[src/common/vmeri_regs.svh]
// clock and supervision times, channel layout and reset values of the requester block
// assumes the core clock figure below matches the i_core_clk rate
`ifndef VMERI_REGS_SVH
`define VMERI_REGS_SVH

// ==========================================================
// clock and supervision times
`define VMERI_CLK_KHZ 200000
`define VMERI_BREQ_TO_MS 1000
`define VMERI_WDOG_TO_MS 2500
`define VMERI_DMA_MAX_US 64

// ==========================================================
// command channel layout and values
`define VMERI_CHAN_AW 9
`define VMERI_CHAN_LAST 9'h1FF
`define VMERI_CHAN_FIRST 9'h000
`define VMERI_CHAN_READY 8'h01
`define VMERI_CHAN_CLEAR 8'h00

// ==========================================================
// reset values and the interrupt-off level
`define VMERI_STATUS_ID_RST 8'h00
`define VMERI_IRQ_LVL_NONE 3'h0

`endif

[src/common/vmeri_pkg.sv]
// state types shared by the requester/interrupter block
// assumes no other package defines the same names
package vmeri_pkg;

	// ==========================================================
	// bus requester states
	typedef enum logic [2:0] {
		RQ_IDLE, RQ_PEND, RQ_SEIZE, RQ_OWN, RQ_PASS
	} vmeri_req_e;

	// ==========================================================
	// acknowledge daisy-chain states
	typedef enum logic [1:0] {IK_IDLE, IK_RESP, IK_PASS} vmeri_iack_e;

	// ==========================================================
	// reset, self-test and failure supervision states
	typedef enum logic [1:0] {
		SUP_TEST, SUP_CLEAR, SUP_RUN, SUP_FAIL
	} vmeri_sup_e;

endpackage : vmeri_pkg

[src/hw/vmeri_timer.sv]
// run-time supervision counter: flags once i_run held LIMIT cycles
// assumes i_run drops to restart the count
`timescale 1ns/1ps

module vmeri_timer #(
	parameter int unsigned LIMIT = 4096
) (
	input wire logic i_core_clk, // core clock
	input wire logic i_sys_rst, // sync reset, high
	input wire logic i_run, // count while high
	output logic o_expired // limit reached, level
);
	localparam int unsigned W = $clog2(LIMIT + 1);

	// ==========================================================
	// elaboration check
	generate
		if (LIMIT < 1) begin : g_bad
			$error("vmeri_timer: LIMIT must be at least 1");
		end
	endgenerate

	logic [W-1:0] cnt;

	// ==========================================================
	// counter; a dropped run clears it so each wait starts afresh
	always_ff @(posedge i_core_clk) begin
		if (i_sys_rst || !i_run) begin
			cnt <= '0;
			o_expired <= 1'b0;
		end else if (cnt == W'(LIMIT - 1)) begin
			o_expired <= 1'b1;
		end else begin
			cnt <= cnt + W'(1);
		end
	end

endmodule : vmeri_timer

[src/hw/vmeri_top.sv]
// system-bus requester, interrupter and reset/self-test/failure watch
// assumes all inputs synchronous to i_core_clk; pin drivers outside
`timescale 1ns/1ps
`include "vmeri_regs.svh"

module vmeri_top #(
	parameter int unsigned BREQ_CYC = `VMERI_BREQ_TO_MS * `VMERI_CLK_KHZ,
	parameter int unsigned WDOG_CYC = `VMERI_WDOG_TO_MS * `VMERI_CLK_KHZ,
	parameter int unsigned DMA_CYC =
		`VMERI_DMA_MAX_US * `VMERI_CLK_KHZ / 1000
) (
	input wire logic i_core_clk, // core clock 200 MHz
	input wire logic i_sys_rst, // system reset, high
	input wire logic [1:0] i_arb_level, // arbitration jumper
	input wire logic [2:0] i_irq_level, // interrupt jumper, 0 off
	input wire logic i_sysfail_jmp, // route failure to bus
	input wire logic i_dma_req, // firmware DMA request
	input wire logic i_int_req, // firmware interrupt req
	input wire logic i_cfg_wr, // configuration command
	input wire logic [7:0] i_cfg_status_id, // status/ID byte
	input wire logic i_wdog_kick, // firmware watchdog restart
	input wire logic i_fw_fail, // firmware fatal fault
	input wire logic i_test_done, // self-test finished
	input wire logic i_test_fault, // self-test found fault
	input wire logic [3:0] i_bg_in_n, // grant chain in
	input wire logic i_as_n, // address strobe
	input wire logic i_iack_n, // acknowledge cycle
	input wire logic i_iackin_n, // ack chain in
	input wire logic [2:0] i_iack_lvl, // acknowledged level
	output logic [3:0] o_bg_out_n, // grant chain out
	output logic [3:0] o_br_o, // bus request value
	output logic [3:0] o_br_oe, // bus request drive
	output logic o_bbsy_o, // bus busy value
	output logic o_bbsy_oe, // bus busy drive
	output logic o_master_en, // master interface on
	output logic o_breq_abort, // request timeout pulse
	output logic o_dma_overrun, // DMA time limit hit
	output logic [7:1] o_irq_o, // interrupt value
	output logic [7:1] o_irq_oe, // interrupt drive
	output logic o_iackout_n, // ack chain out
	output logic [7:0] o_data_o, // status/ID byte
	output logic o_data_oe, // status/ID drive
	output logic o_sysfail_o, // system failure value
	output logic o_sysfail_oe, // system failure drive
	output logic o_fail_led, // front failure lamp
	output logic o_test_run, // self-test in progress
	output logic o_cmd_ready, // commands accepted
	output logic o_chan_we, // channel write strobe
	output logic [`VMERI_CHAN_AW-1:0] o_chan_addr, // channel address
	output logic [7:0] o_chan_data // channel write data
);

	// ==========================================================
	// elaboration checks
	generate
		if (BREQ_CYC < 1 || WDOG_CYC < 1 || DMA_CYC < 1) begin : g_bad
			$error("vmeri_top: timing counts must be at least 1");
		end
	endgenerate

	// value written at a channel location
	function automatic logic [7:0] chan_word(
		input logic [`VMERI_CHAN_AW-1:0] addr
	);
		chan_word = (addr == `VMERI_CHAN_LAST) ? `VMERI_CHAN_READY
			: `VMERI_CHAN_CLEAR;
	endfunction : chan_word

	vmeri_pkg::vmeri_req_e req_st;
	vmeri_pkg::vmeri_iack_e ik_st;
	vmeri_pkg::vmeri_sup_e sup_st;
	logic run;
	logic dma_go;
	logic bg_in;
	logic breq_exp;
	logic breq_exp_d;
	logic dma_exp;
	logic wdog_exp;
	logic irq_pend;
	logic int_req_d;
	logic int_set;
	logic iack_own;
	logic [7:0] status_id;

	// ==========================================================
	// local request gating: a stopped module raises no new DMA or interrupt request; pending ones stay driven
	assign run = (sup_st == vmeri_pkg::SUP_RUN);
	assign dma_go = i_dma_req && run;
	assign bg_in = !i_bg_in_n[i_arb_level];

	// ==========================================================
	// requester: bus clear and other requests are not inputs at
	// all, so a held bus is only given up when the work is done or the DMA limit is hit
	always_ff @(posedge i_core_clk) begin
		if (i_sys_rst) begin
			req_st <= vmeri_pkg::RQ_IDLE;
		end else begin
			case (req_st)
				vmeri_pkg::RQ_IDLE: begin
					if (bg_in) begin
						req_st <= vmeri_pkg::RQ_PASS;
					end else if (dma_go) begin
						req_st <= vmeri_pkg::RQ_PEND;
					end
				end
				vmeri_pkg::RQ_PEND: begin
					if (bg_in) begin
						req_st <= vmeri_pkg::RQ_SEIZE;
					end
				end
				vmeri_pkg::RQ_SEIZE: begin
					if (i_as_n) begin
						req_st <= vmeri_pkg::RQ_OWN;
					end
				end
				vmeri_pkg::RQ_OWN: begin
					if ((!dma_go || o_dma_overrun) && !bg_in) begin
						req_st <= vmeri_pkg::RQ_IDLE;
					end
				end
				vmeri_pkg::RQ_PASS: begin
					if (!bg_in) begin
						req_st <= vmeri_pkg::RQ_IDLE;
					end
				end
				default: req_st <= vmeri_pkg::RQ_IDLE;
			endcase
		end
	end

	// ==========================================================
	// bus pins; unused levels pass their grant straight through
	always_comb begin
		for (int i = 0; i < 4; i++) begin
			if (i[1:0] == i_arb_level) begin
				o_bg_out_n[i] = !(req_st == vmeri_pkg::RQ_PASS && bg_in);
				o_br_oe[i] = (req_st == vmeri_pkg::RQ_PEND) ||
					(req_st == vmeri_pkg::RQ_SEIZE);
			end else begin
				o_bg_out_n[i] = i_bg_in_n[i];
				o_br_oe[i] = 1'b0;
			end
		end
	end
	assign o_br_o = 4'h0;
	assign o_bbsy_o = 1'b0;
	assign o_bbsy_oe = (req_st == vmeri_pkg::RQ_OWN);
	assign o_master_en = (req_st == vmeri_pkg::RQ_OWN) && !o_dma_overrun;

	// ==========================================================
	// request supervision; the request stays on the bus after it
	vmeri_timer #(.LIMIT(BREQ_CYC)) u_breq_timer (
		.i_core_clk(i_core_clk),
		.i_sys_rst(i_sys_rst),
		.i_run(req_st == vmeri_pkg::RQ_PEND),
		.o_expired(breq_exp)
	);
	always_ff @(posedge i_core_clk) begin
		if (i_sys_rst) begin
			breq_exp_d <= 1'b0;
			o_breq_abort <= 1'b0;
		end else begin
			breq_exp_d <= breq_exp;
			o_breq_abort <= breq_exp && !breq_exp_d;
		end
	end

	// ==========================================================
	// DMA operation time limit while holding the bus
	vmeri_timer #(.LIMIT(DMA_CYC)) u_dma_timer (
		.i_core_clk(i_core_clk),
		.i_sys_rst(i_sys_rst),
		.i_run(req_st == vmeri_pkg::RQ_OWN && dma_go),
		.o_expired(dma_exp)
	);
	always_ff @(posedge i_core_clk) begin
		if (i_sys_rst || req_st != vmeri_pkg::RQ_OWN) begin
			o_dma_overrun <= 1'b0;
		end else if (dma_exp) begin
			o_dma_overrun <= 1'b1;
		end
	end

	// ==========================================================
	// interrupt pending flag; a new request beats the clear
	assign int_set = i_int_req && !int_req_d && run;
	assign iack_own = irq_pend && (i_iack_lvl == i_irq_level) &&
		(i_irq_level != `VMERI_IRQ_LVL_NONE);
	always_ff @(posedge i_core_clk) begin
		if (i_sys_rst) begin
			int_req_d <= 1'b0;
			irq_pend <= 1'b0;
		end else begin
			int_req_d <= i_int_req;
			if (int_set) begin
				irq_pend <= 1'b1;
			end else if (ik_st == vmeri_pkg::IK_RESP) begin
				irq_pend <= 1'b0;
			end
		end
	end

	// ==========================================================
	// acknowledge chain: decided at chain entry, held until release
	always_ff @(posedge i_core_clk) begin
		if (i_sys_rst) begin
			ik_st <= vmeri_pkg::IK_IDLE;
		end else begin
			case (ik_st)
				vmeri_pkg::IK_IDLE: begin
					if (!i_iack_n && !i_iackin_n) begin
						ik_st <= iack_own ? vmeri_pkg::IK_RESP
							: vmeri_pkg::IK_PASS;
					end
				end
				default: begin
					if (i_iackin_n) begin
						ik_st <= vmeri_pkg::IK_IDLE;
					end
				end
			endcase
		end
	end

	// ==========================================================
	// interrupter pins
	always_comb begin
		for (int i = 1; i < 8; i++) begin
			o_irq_oe[i] = irq_pend && (i[2:0] == i_irq_level);
		end
	end
	assign o_irq_o = 7'h00;
	assign o_iackout_n = !(ik_st == vmeri_pkg::IK_PASS && !i_iackin_n);
	assign o_data_oe = (ik_st == vmeri_pkg::IK_RESP);

	// ==========================================================
	// status/ID byte, only taken while commands are accepted
	always_ff @(posedge i_core_clk) begin
		if (i_sys_rst) begin
			status_id <= `VMERI_STATUS_ID_RST;
		end else if (i_cfg_wr && run) begin
			status_id <= i_cfg_status_id;
		end
	end
	assign o_data_o = status_id;

	// ==========================================================
	// watchdog: any kick restarts the count
	vmeri_timer #(.LIMIT(WDOG_CYC)) u_wdog_timer (
		.i_core_clk(i_core_clk),
		.i_sys_rst(i_sys_rst),
		.i_run(run && !i_wdog_kick),
		.o_expired(wdog_exp)
	);

	// ==========================================================
	// supervision; failure is left only by system reset
	always_ff @(posedge i_core_clk) begin
		if (i_sys_rst) begin
			sup_st <= vmeri_pkg::SUP_TEST;
		end else begin
			case (sup_st)
				vmeri_pkg::SUP_TEST: begin
					if (i_test_done) begin
						sup_st <= i_test_fault ? vmeri_pkg::SUP_FAIL
							: vmeri_pkg::SUP_CLEAR;
					end
				end
				vmeri_pkg::SUP_CLEAR: begin
					if (o_chan_addr == `VMERI_CHAN_LAST) begin
						sup_st <= vmeri_pkg::SUP_RUN;
					end
				end
				vmeri_pkg::SUP_RUN: begin
					if (wdog_exp || i_fw_fail) begin
						sup_st <= vmeri_pkg::SUP_FAIL;
					end
				end
				default: sup_st <= vmeri_pkg::SUP_FAIL;
			endcase
		end
	end

	// ==========================================================
	// channel sweep: every location but the last cleared, ready word written there last
	always_ff @(posedge i_core_clk) begin
		if (i_sys_rst || sup_st != vmeri_pkg::SUP_CLEAR) begin
			o_chan_addr <= `VMERI_CHAN_FIRST;
			o_chan_data <= chan_word(`VMERI_CHAN_FIRST);
		end else if (o_chan_addr != `VMERI_CHAN_LAST) begin
			o_chan_addr <= o_chan_addr + 9'h001;
			o_chan_data <= chan_word(o_chan_addr + 9'h001);
		end
	end
	assign o_chan_we = (sup_st == vmeri_pkg::SUP_CLEAR);

	// ==========================================================
	// failure indication
	assign o_fail_led = (sup_st == vmeri_pkg::SUP_FAIL);
	assign o_sysfail_o = 1'b0;
	assign o_sysfail_oe = o_fail_led && i_sysfail_jmp;
	assign o_cmd_ready = run;
	assign o_test_run = (sup_st == vmeri_pkg::SUP_TEST);
endmodule : vmeri_top

[config.mk]
export PLATFORM = sky130hd
export DESIGN_NAME = vmeri_top
export DESIGN_NICKNAME = d
export VERILOG_FILES = /design/src/common/vmeri_pkg.sv /design/src/hw/vmeri_timer.sv /design/src/hw/vmeri_top.sv
export VERILOG_INCLUDE_DIRS = /design/src /design/src/common
export SDC_FILE = /design/constraint.sdc
export NUM_CORES = 1
export LEC_CHECK = 0
export ABC_AREA = 1
export CORE_UTILIZATION = 30
export DETAILED_ROUTE_END_ITERATION = 10
export DONT_BUFFER_PORTS = 1
export HOLD_SLACK_MARGIN = 0.03
export PLACE_DENSITY = 0.5
export SLEW_MARGIN = 0
export SYNTH_ARGS = -nofsm -noshare
export SYNTH_HDL_FRONTEND = slang
export SYNTH_SLANG_ARGS = --single-unit
[constraint.sdc]
create_clock -name i_core_clk -period 2.9 [get_ports i_core_clk]
set_input_delay 0.58 -clock i_core_clk [delete_from_list [all_inputs] [get_ports i_core_clk]]
set_output_delay 0.58 -clock i_core_clk [all_outputs]
set_load 0.05 [all_outputs]
==> results by stage, run 1 <==
Run status:
- The flow ran to the end, but the final reports show violations.
- The final reports fail on DRC.

GRT:
- The global-route wire length before repair is 22300 um.
- After global routing the overflow that remains totals 0.
- The number of global-route vias before repair is 4661.
- The initial antenna violation count is 0.
- In the global route stage, overall resource usage came out at 0.142.
- The pin count of the biggest net entering global routing is 24.

Placement:
- At the end of routability-driven placement, the weighted congestion stood at 0.841.
- Once detailed placement completed, the half-perimeter wirelength came to 10000 um.
- The number of placed instances with taps included is 1084.
- Buffers placed on the I/O ports in this run total 0.

Detailed routing:
- Summing over every cut layer, the via total after detailed routing is 5082.
- In the routed layout, each cell is associated on average with a via count of 4.62.
- The detailed router finished its first iteration with 350 violations.
- Once detail routing completed, the nets flagged for antenna violations numbered 0.
- For this run, design rule violations remaining after detail routing come to 30.
- After detailed routing, the average wire length per cell comes to 11.9 um.
- Summed over all layers, the routed wires come to 13100 um.
- The total iterations of the first detailed-routing run is 9.

Pwr:
- The leakage power of the design is 2.18 nW.
- The completed layout was analyzed and its total power is 3.37 mW.
- The power density normalized to cell area is 540 mW/mm^2.
- IR analysis of the VDD net gives a maximum drop of 206 uV.

Worst setup path:
- STA classifies the critical path startpoint as a flip-flop.
- In this run the critical register-to-register path is launched from o_chan_addr[0].
- The setup path with the least slack is of type flip-flop to output pin.
- The number of cell instances on the worst register-to-register path is 12.
- The flop-to-flop setup slack is 0.91 ns.
- In this run the worst path has a maximum fanout of 6.
- The capture point of the worst reg-to-reg path is o_chan_data[0].
- The endpoint kind of the worst setup timing path is an output pin.
- The required time at the endpoint of the critical path is 2.32 ns.
- For the worst setup path, the data arrival time is 1.68 ns.

Logic synthesis:
- The flip-flop cell with the highest count after synthesis is sky130_fd_sc_hd__dfxtp_1.
- After synthesis, the cell types taking the most area are sky130_fd_sc_hd__dfxtp_1 (37%), sky130_fd_sc_hd__nand2_1 (13%), sky130_fd_sc_hd__nor2_1 (7.7%).
- The largest total area in the synthesized netlist belongs to sky130_fd_sc_hd__dfxtp_1.
- In the synthesized netlist, the cells that appear most often are sky130_fd_sc_hd__nand2_1 (192), sky130_fd_sc_hd__nor2_1 (114), sky130_fd_sc_hd__inv_1 (111), sky130_fd_sc_hd__dfxtp_1 (104), sky130_fd_sc_hd__a21oi_1 (72).
- The cell count after synthesis is 840.
- The proportion of synthesized chip area in sequential cells is 0.374.
- The mean cell area of the mapped netlist is 6.62 um^2.
- The synthesized design contains 104 register bits.
- The number of enable flip-flop cells after synthesis is 0.
- The count of unique library cells instantiated by Yosys is 37.
- The Yosys warning count is 0.
- The top cell type's share of synthesized area is 0.374.
- The most frequent cell after synthesis is sky130_fd_sc_hd__nand2_1.
- The cell area after synthesis is 0.00556 mm^2.
- The proportion of register bits with asynchronous set or reset after synthesis is 0.

Timing:
- The slew of the pin with the lowest slew margin is 0.954 ns.
- Of the available clock period, the critical path in the final layout requires 0.778.
- The final-report max-slew violation count is 0.
- The worst pin sits at a relative slew slack of 0.361.
- The top achievable clock speed is 443 MHz.
- Setup repair after global routing left no endpoint under its margin.
- The worst clock skew is 0.00409 ns.
- The final number of setup-violating endpoints is 0.
- The number of hold violations in the final report is 0.
- The setup TNS is 0 ns.
- The smallest clock period supported by the final layout is computed as 2.26 ns.

Min path:
- The path category of the worst min-delay check is primary input to flip-flop.
- For hold timing, the worst endpoint is o_data_o[0].
- The worst hold path begins at i_sys_rst.
- The hold-critical path depth is 1.

Floorplanning:
- The region available for standard cell placement spans 0.0181 mm^2.
- The number of top-level design ports is 97.
- The number of rows in the core area is 49.
- The die is 138 um tall.
- The die covers 0.0191 mm^2.
- The initial cell density of the core is 0.308.
- The horizontal die dimension is 138 um.

CTS:
- The count of buffers added by post-CTS timing repair for setup is 0.
- The root buffer cell chosen for the clock tree is sky130_fd_sc_hd__clkbuf_16.
- The number of hold buffers added after CTS was 0.
- The CTS tree is yes.
- The clock-pin slew on the worst setup and hold paths is 0.07 ns.
- The number of buffers created by CTS is 9.
- The clock tree synthesis step divided the H-tree into 3 levels.
- Once the clock tree was built, the resizer swapped 0 gates to a different size.
- In this run the deepest clock path goes through 2 buffers.
- The clock sink count is 104.
- The later pin in the worst-skew pair is clocked with a latency of 0.35 ns.

Final layout:
- The repair_antennas step left the layout with diodes totalling 0.
- The final instance count without filler cells is 1100.
- The total of fill cells in the finished design is 1957.
- The fraction of final layout cells with drive strength greater than 1 is 0.0758.
- From synthesis to final layout, the design area changed by 12.1%.
- The number of nets in the final layout is 905.

Job:
- The tool flagged a number of max-cap violations equal to 0.
## worst max-delay path by stage
| stage | from | to | slack, ns | cells after the start |
|---|---|---|---|---|
| 3_5_place_dp | i_arb_level[0] | o_bg_out_n[3] | 0.77 | 8 |
| 3_3_place_gp | i_arb_level[0] | o_bg_out_n[2] | 0.80 | 8 |
| 5_1_grt | req_st[1] | o_master_en | 0.57 | 2 |
| 6_report | req_st[1] | o_master_en | 0.64 | 2 |
| 2_1_floorplan | i_arb_level[0] | o_bg_out_n[0] | 0.25 | 7 |
| 4_1_cts | req_st[1] | o_master_en | 0.62 | 2 |
## placed cells by master (no fill, tap or decap), types with 22 or more instances in the layout
| master | Yosys | layout |
|---|---|---|
| sky130_fd_sc_hd__nand2_1 | 192 | 192 |
| sky130_fd_sc_hd__nand3_1 | 51 | 51 |
| sky130_fd_sc_hd__nand4_1 | 22 | 22 |
| sky130_fd_sc_hd__nor3_1 | 35 | 35 |
| sky130_fd_sc_hd__buf_4 | 20 | 27 |
| sky130_fd_sc_hd__a21oi_1 | 72 | 72 |
| sky130_fd_sc_hd__inv_1 | 111 | 111 |
| sky130_fd_sc_hd__nor2_1 | 114 | 114 |
| sky130_fd_sc_hd__dfxtp_1 | 104 | 104 |
| sky130_fd_sc_hd__o21ai_0 | 33 | 32 |
## logic make-up (layout without fill, tap and decap cells)
| group | count (synthesis) | after routing | synth area share |
|---|---|---|---|
| flip-flops | 104 | 104 | 0.374 |
| AND/OR/NAND/NOR | 447 | 447 | 0.357 |
| buffers and inverters | 144 | 156 | 0.113 |
| AO/OA/AOI/OAI | 117 | 117 | 0.109 |
| other | 1 | 20 | 0.000674 |
| XOR/XNOR | 21 | 21 | 0.0331 |
| adder cells (fa/ha/maj) | 6 | 6 | 0.0135 |
## per-stage QoR
step | utilization | worst slack [ns] | hold slack [ns] | cell area [um^2]
floorplan | - | 0.250 | 0.373 | 5640
global placement | 0.327 | 0.796 | 0.381 | 5920
detailed placement | 0.327 | 0.765 | 0.383 | 5920
CTS | 0.345 | 0.623 | 0.277 | 6240
global route | 0.345 | 0.570 | 0.276 | 6240
finish | 0.345 | 0.643 | 0.294 | 6240
## registers in the layout, summed over array words and instances (netlist names)
| name | count |
|---|---|
| breq_exp_d | 1 |
| ik_st | 2 |
| int_req_d | 1 |
| irq_pend | 1 |
| o_breq_abort | 1 |
| o_chan_addr | 9 |
| o_chan_data | 1 |
| o_data_o | 8 |
| o_dma_overrun | 1 |
| req_st | 3 |
| sup_st | 2 |
| u_breq_timer.cnt | 28 |
| u_breq_timer.o_expired | 1 |
| u_dma_timer.cnt | 14 |
| u_dma_timer.o_expired | 1 |
| u_wdog_timer.cnt | 29 |
| u_wdog_timer.o_expired | 1 |
## routing by layer
layer  part of all wire  global-route usage  wire length, um  up-vias
met5                  0                   0                0        -
met4              0.019              0.0585              250        0
met3              0.040              0.0294              522       21
met2               0.45               0.227             5880       97
met1               0.49               0.187             6430     2250
li1                   -                   -                -     2714
## critical path, stage by stage (launching register included)
cell	delay, ns
sky130_fd_sc_hd__dfxtp_1	0.42
sky130_fd_sc_hd__nand3_1	0.16
sky130_fd_sc_hd__nor2_1	0.75
## layout make-up
type | count | area [um^2] | area share
multi-input cells | 611 | 2930 | 0.469
flip-flops and latches | 104 | 2080 | 0.334
inverters | 113 | 424 | 0.0680
well taps | 229 | 287 | 0.0459
clock buffers | 11 | 233 | 0.0373
repair buffers | 27 | 203 | 0.0325
clock inverters | 5 | 81.3 | 0.0130
## power by group
| part | total [mW] | switching [mW] | internal (mW) |
|---|---|---|---|
| Clock | 1.29 | 0.536 | 0.757 |
| Combinational | 0.553 | 0.420 | 0.132 |
| Sequential | 1.52 | 0.0556 | 1.47 |
No activity file was read; power rests on OpenSTA's default activity.
==> run 2: changes to the inputs <==
--- a/config.mk
+++ b/config.mk
@@ -6,12 +6,12 @@
 export SDC_FILE = /design/constraint.sdc
 export NUM_CORES = 1
 export LEC_CHECK = 0
-export ABC_AREA = 1
+export ABC_AREA = 0
 export CORE_UTILIZATION = 30
 export DETAILED_ROUTE_END_ITERATION = 10
 export DONT_BUFFER_PORTS = 1
 export HOLD_SLACK_MARGIN = 0.03
-export PLACE_DENSITY = 0.5
+export PLACE_DENSITY = 0.51
 export SLEW_MARGIN = 0
 export SYNTH_ARGS = -nofsm -noshare
 export SYNTH_HDL_FRONTEND = slang
==> constraint.sdc (replaced) <==
create_clock -name i_core_clk -period 2 [get_ports i_core_clk]
set_input_delay 0.4 -clock i_core_clk [delete_from_list [all_inputs] [get_ports i_core_clk]]
set_output_delay 0.4 -clock i_core_clk [all_outputs]
set_load 0.05 [all_outputs]
==> results by stage, run 2 <==
CTS:
- The clock sink count is 104 (unchanged).
- The worst-case clock buffer depth is 2 (unchanged).
- The clock network latency to the later pin of the worst-skew pair is 0.35 ns (about the same).
- TritonCTS built the clock tree.
- The clock-pin slew on the worst setup and hold paths is 0.07 ns (about the same).
- CTS placed an instance of sky130_fd_sc_hd__clkbuf_16 at the clock tree root.
- The number of buffers created by CTS is 9 (unchanged).
- The hold buffer count at cts is 0 (unchanged).
- The H-tree depth is 3 (unchanged).

Logic synthesis:
- The compound-cell area share of the yosys netlist came to 0.0948 (-0.0143).
- The xor-xnor portion of the synthesized cell area is 0.0948 (+0.0617).
- The mean cell area of the mapped netlist was 8.23 um^2 (+24%).
- The most frequent cell after synthesis is sky130_fd_sc_hd__dfxtp_1.
- Counting instances in the post-synthesis netlist gives the leading cell types as sky130_fd_sc_hd__dfxtp_1 (104), sky130_fd_sc_hd__nor2_1 (94), sky130_fd_sc_hd__nand2_1 (50), sky130_fd_sc_hd__xnor2_1 (36), sky130_fd_sc_hd__nor3_1 (33).
- The cell count after synthesis was 629 (-25%).
- Summed over all instances, the cell type with the most area after synthesis is sky130_fd_sc_hd__dfxtp_1.
- The adder-cell share of the synthesized area came to 0.0145 (+0.00102).
- The proportion of register bits with asynchronous set or reset after synthesis is 0 (unchanged).
- The cell area after synthesis is 0.00517 mm^2 (-7.0%).
- The synthesis-stage register bit count is 104 (unchanged).
- The mux contribution to synthesized area was 0.0121 (+0.0121).
- The Yosys warning count came to 0 (unchanged).
- The number of enable flip-flop cells after synthesis came to 0 (unchanged).
- The proportion of synthesized chip area in sequential cells is 0.402 (+0.0282).
- After synthesis, the largest family of logic cells by area is simple AND/OR/NAND/NOR gates.
- For this run, the leading register cell type out of synthesis is sky130_fd_sc_hd__dfxtp_1.
- The simple-gate portion of the synthesized area is 0.317 (-0.0396).
- In the post-synthesis netlist, the biggest area contributors are sky130_fd_sc_hd__dfxtp_1 (40%), sky130_fd_sc_hd__nor2_1 (6.8%), sky130_fd_sc_hd__xnor2_1 (6.1%).
- The top cell type's share of synthesized area is 0.402 (+0.0282).
- The count of unique library cells instantiated by Yosys came to 62 (+68%).

Detailed routing:
- The initial DRC count is 172 (-51%).
- The via total after detailed routing is 4296 (-15%).
- The post-detailed-routing wire length is 11400 um (-13%).
- The wire length per cell is 12.8 um (+7.6%).
- The remaining number of nets flagged by the antenna check after routing is 0 (unchanged).
- The average vias per placed instance is 4.84 (+4.8%).
- The post-detailed-route DRC marker count came to 0 (-100%).
- The total iterations of the first detailed-routing run was 4 (-5).

Worst setup path:
- The category of the critical setup timing path is flip-flop to output pin.
- The signal on the critical path passes through nor3b_2 > buf_4 > o21bai_2 > buf_4.
- The data arrival at the endpoint of the critical path is 1.50 ns (-0.18 ns).
- The longest individual stage delay on the worst path is 0.41 ns (-0.34 ns).
- STA classifies the critical path startpoint as a flip-flop.
- The count of cell instances traversed by the critical path came to 4 (+2).
- The slowest stage of the critical path belongs to the cell sky130_fd_sc_hd__dfxtp_2.
- The highest net fanout along the worst path is 9 (+3).
- The worst register-to-register path ends at u_wdog_timer.cnt[28].
- The most critical setup path has its startpoint at req_st[2].
- The worst setup path is captured at an output pin.
- The required time at the endpoint of the critical path came to 1.60 ns (-0.72 ns).
- The flop-to-flop setup slack came to 0.15 ns (-0.76 ns).
- The number of cell instances on the worst register-to-register path is 6 (-6).
- The buffer and inverter count on the worst path is 2 (+2).
- The most common cell type on the critical path is sky130_fd_sc_hd__buf_4.
- The top cell family by delay on the critical path is flip-flops.
- The last element of the critical path is o_bg_out_n[2].
- The launch instance of the worst register-to-register path is u_wdog_timer.cnt[0].

Placement:
- The pre-CTS worst setup slack is 0.113 ns (-0.653 ns).
- The placement-stage cell area is 0.00562 mm^2 (-5.1%).
- The number of placed instances with taps included was 869 (-20%).
- The total of buffers placed on input and output ports is 0 (unchanged).
- The estimated wirelength of the detail-placed design was 8560 um (-14%).
- The global placement routability congestion came to 0.784 (-6.8%).

Floorplanning:
- The horizontal die dimension is 133 um (-3.5%).
- The total core area is 0.0167 mm^2 (-7.7%).
- The number of rows in the core area was 47 (-4.1%).
- The initial cell density of the core is 0.310 (+0.00214).
- The vertical extent of the die is 133 um (-3.5%).
- The die area is 0.0178 mm^2 (-6.9%).
- The number of top-level design ports is 97 (unchanged).

Final layout:
- Relative to the synthesized area, the layout overhead comes to 14.7%.
- The number of nets in the final layout was 702 (-22%).
- The final instance count without filler cells is 887 (-19%).
- The number of flip-flops in the largest register was 29 (unchanged).
- The fraction of final layout cells with drive strength greater than 1 came to 0.138 (+0.0622).
- The library cell used most frequently in the layout, excluding fill and tap cells, is sky130_fd_sc_hd__dfxtp_1.
- The total of fill cells in the finished design is 1730 (-12%).
- The register name with the most flops is u_wdog_timer.cnt.
- In the layout the commonest cells are sky130_fd_sc_hd__dfxtp_1 (97), sky130_fd_sc_hd__nor2_1 (94), sky130_fd_sc_hd__nand2_1 (50), sky130_fd_sc_hd__buf_4 (49), sky130_fd_sc_hd__xnor2_1 (36).
- The antenna diode instance count is 0 (unchanged).
- The final instance area was 0.00593 mm^2 (-4.8%).
- The largest registers in the layout are u_wdog_timer.cnt x29, u_breq_timer.cnt x28, u_dma_timer.cnt x14.

Run status:
- The flow ran to the end, and the final reports show no timing, DRC or antenna violations.

GRT:
- The initial antenna violation count is 0 (unchanged).
- The leftover overflow at the end of global routing is 0 (unchanged).
- The overall global routing resource usage is 0.132 (-0.0108).
- The global-route wire length before repair is 19100 um (-14%).
- The pin count of the biggest net entering global routing is 27 (+13%).
- The number of global-route vias before repair is 4024 (-14%).

Pwr:
- The proportion of total power due to net switching is 0.259 (-0.0413).
- The worst ir drop on vdd is 341 uV (+65%).
- The power density normalized to cell area was 695 mW/mm^2 (+29%).
- The leakage power of the design came to 1.92 nW (-12%).
- The part of the total power dissipated in combinational logic was 0.084 (-0.080).
- The post-route total power is 4.12 mW (+22%).
- The net load switching power was 1.07 mW (+5.6%).
- The share of power burned in registers is 0.517 (+0.065).
- The design internal power came to 3.06 mW (+30%).
- The clock network fraction of total power is 0.399 (+0.015).

Timing:
- The top achievable clock speed is 527 MHz.
- The portion of the clock cycle consumed by the worst path in the final layout is 0.949.
- The final-report max-slew violation count is 0 (unchanged).
- The worst path in the final design needs a cycle of 1.90 ns, including I/O delays and setup.
- The number of hold violations in the final report was 0 (unchanged).
- The final number of setup-violating endpoints was 0 (unchanged).
- The slew of the pin with the lowest slew margin was 0.559 ns (-0.395 ns).
- The worst clock skew is 0.0104 ns (+0.00633 ns).
- The final worst setup slack is 0.102 ns (-0.541 ns).
- Setup repair after global routing could not meet its margin everywhere.
- The setup TNS is 0 ns (unchanged).
- The headroom to the max-slew limit came to 0.617 (+0.256).

Min path:
- The hold-critical path depth is 1 (unchanged).
- The min-delay analysis places its worst path in the category primary input to flip-flop.

Job:
- The reported max-cap violation count is 0 (unchanged).
run 2: cells by family after synthesis:
| kind of cell | count (synthesis) |
|---|---|
| adder cells (fa/ha/maj) | 6 |
| XOR/XNOR | 56 |
| AO/OA/AOI/OAI | 84 |
| multiplexers | 5 |
| flip-flops | 104 |
| buffers and inverters | 63 |
| AND/OR/NAND/NOR | 310 |
| other | 1 |
run 2: routing by layer:
layer	vias up	part of all wire	GRT usage
met3	11	0.041	0.0232
met1	1980	0.46	0.159
li1	2209	-	-
met2	96	0.48	0.229
met5	-	0	0
met4	0	0.017	0.0556
run 2: stage by stage:
| step | hold slack (ns) | utilization |
|---|---|---|
| 2_1_floorplan | 0.367 | - |
| 5_1_grt | 0.107 | 0.355 |
| 3_5_place_dp | 0.382 | 0.337 |
| 4_1_cts | 0.103 | 0.354 |
| 3_3_place_gp | 0.376 | 0.337 |
| 6_report | 0.117 | 0.355 |
run 2: worst min path at each step:
stage	from	to	slack, ns
2_1_floorplan	breq_exp_d	o_breq_abort	0.37
3_3_place_gp	breq_exp_d	o_breq_abort	0.38
3_5_place_dp	breq_exp_d	o_breq_abort	0.38
4_1_cts	i_sys_rst	o_data_o[1]	0.10
5_1_grt	i_sys_rst	o_data_o[6]	0.11
6_report	i_sys_rst	o_data_o[1]	0.12
run 2: layout make-up:
class,count,area (um^2),area share
well taps,220,275,0.0464
inverters,18,67.6,0.0114
repair buffers,49,368,0.0620
clock buffers,10,239,0.0403
clock inverters,5,32.5,0.00548
multi-input cells,481,2860,0.482
flip-flops and latches,104,2090,0.353
run 2: timing repair:
action	4_1_cts	5_1_grt
pin swaps	0	2
setup endpoints to repair	8	12
setup buffers	0	3
resized for setup	5	2
run 2: power groups by stage:
stage	Sequential (mW)	Combinational [mW]	Clock (mW)
after global placement	2.18	0.344	0
after detailed placement	2.18	0.348	0
after floorplan	2.17	0.319	0
after CTS	2.13	0.351	1.70
after global routing	2.13	0.374	1.79
final	2.13	0.347	1.64
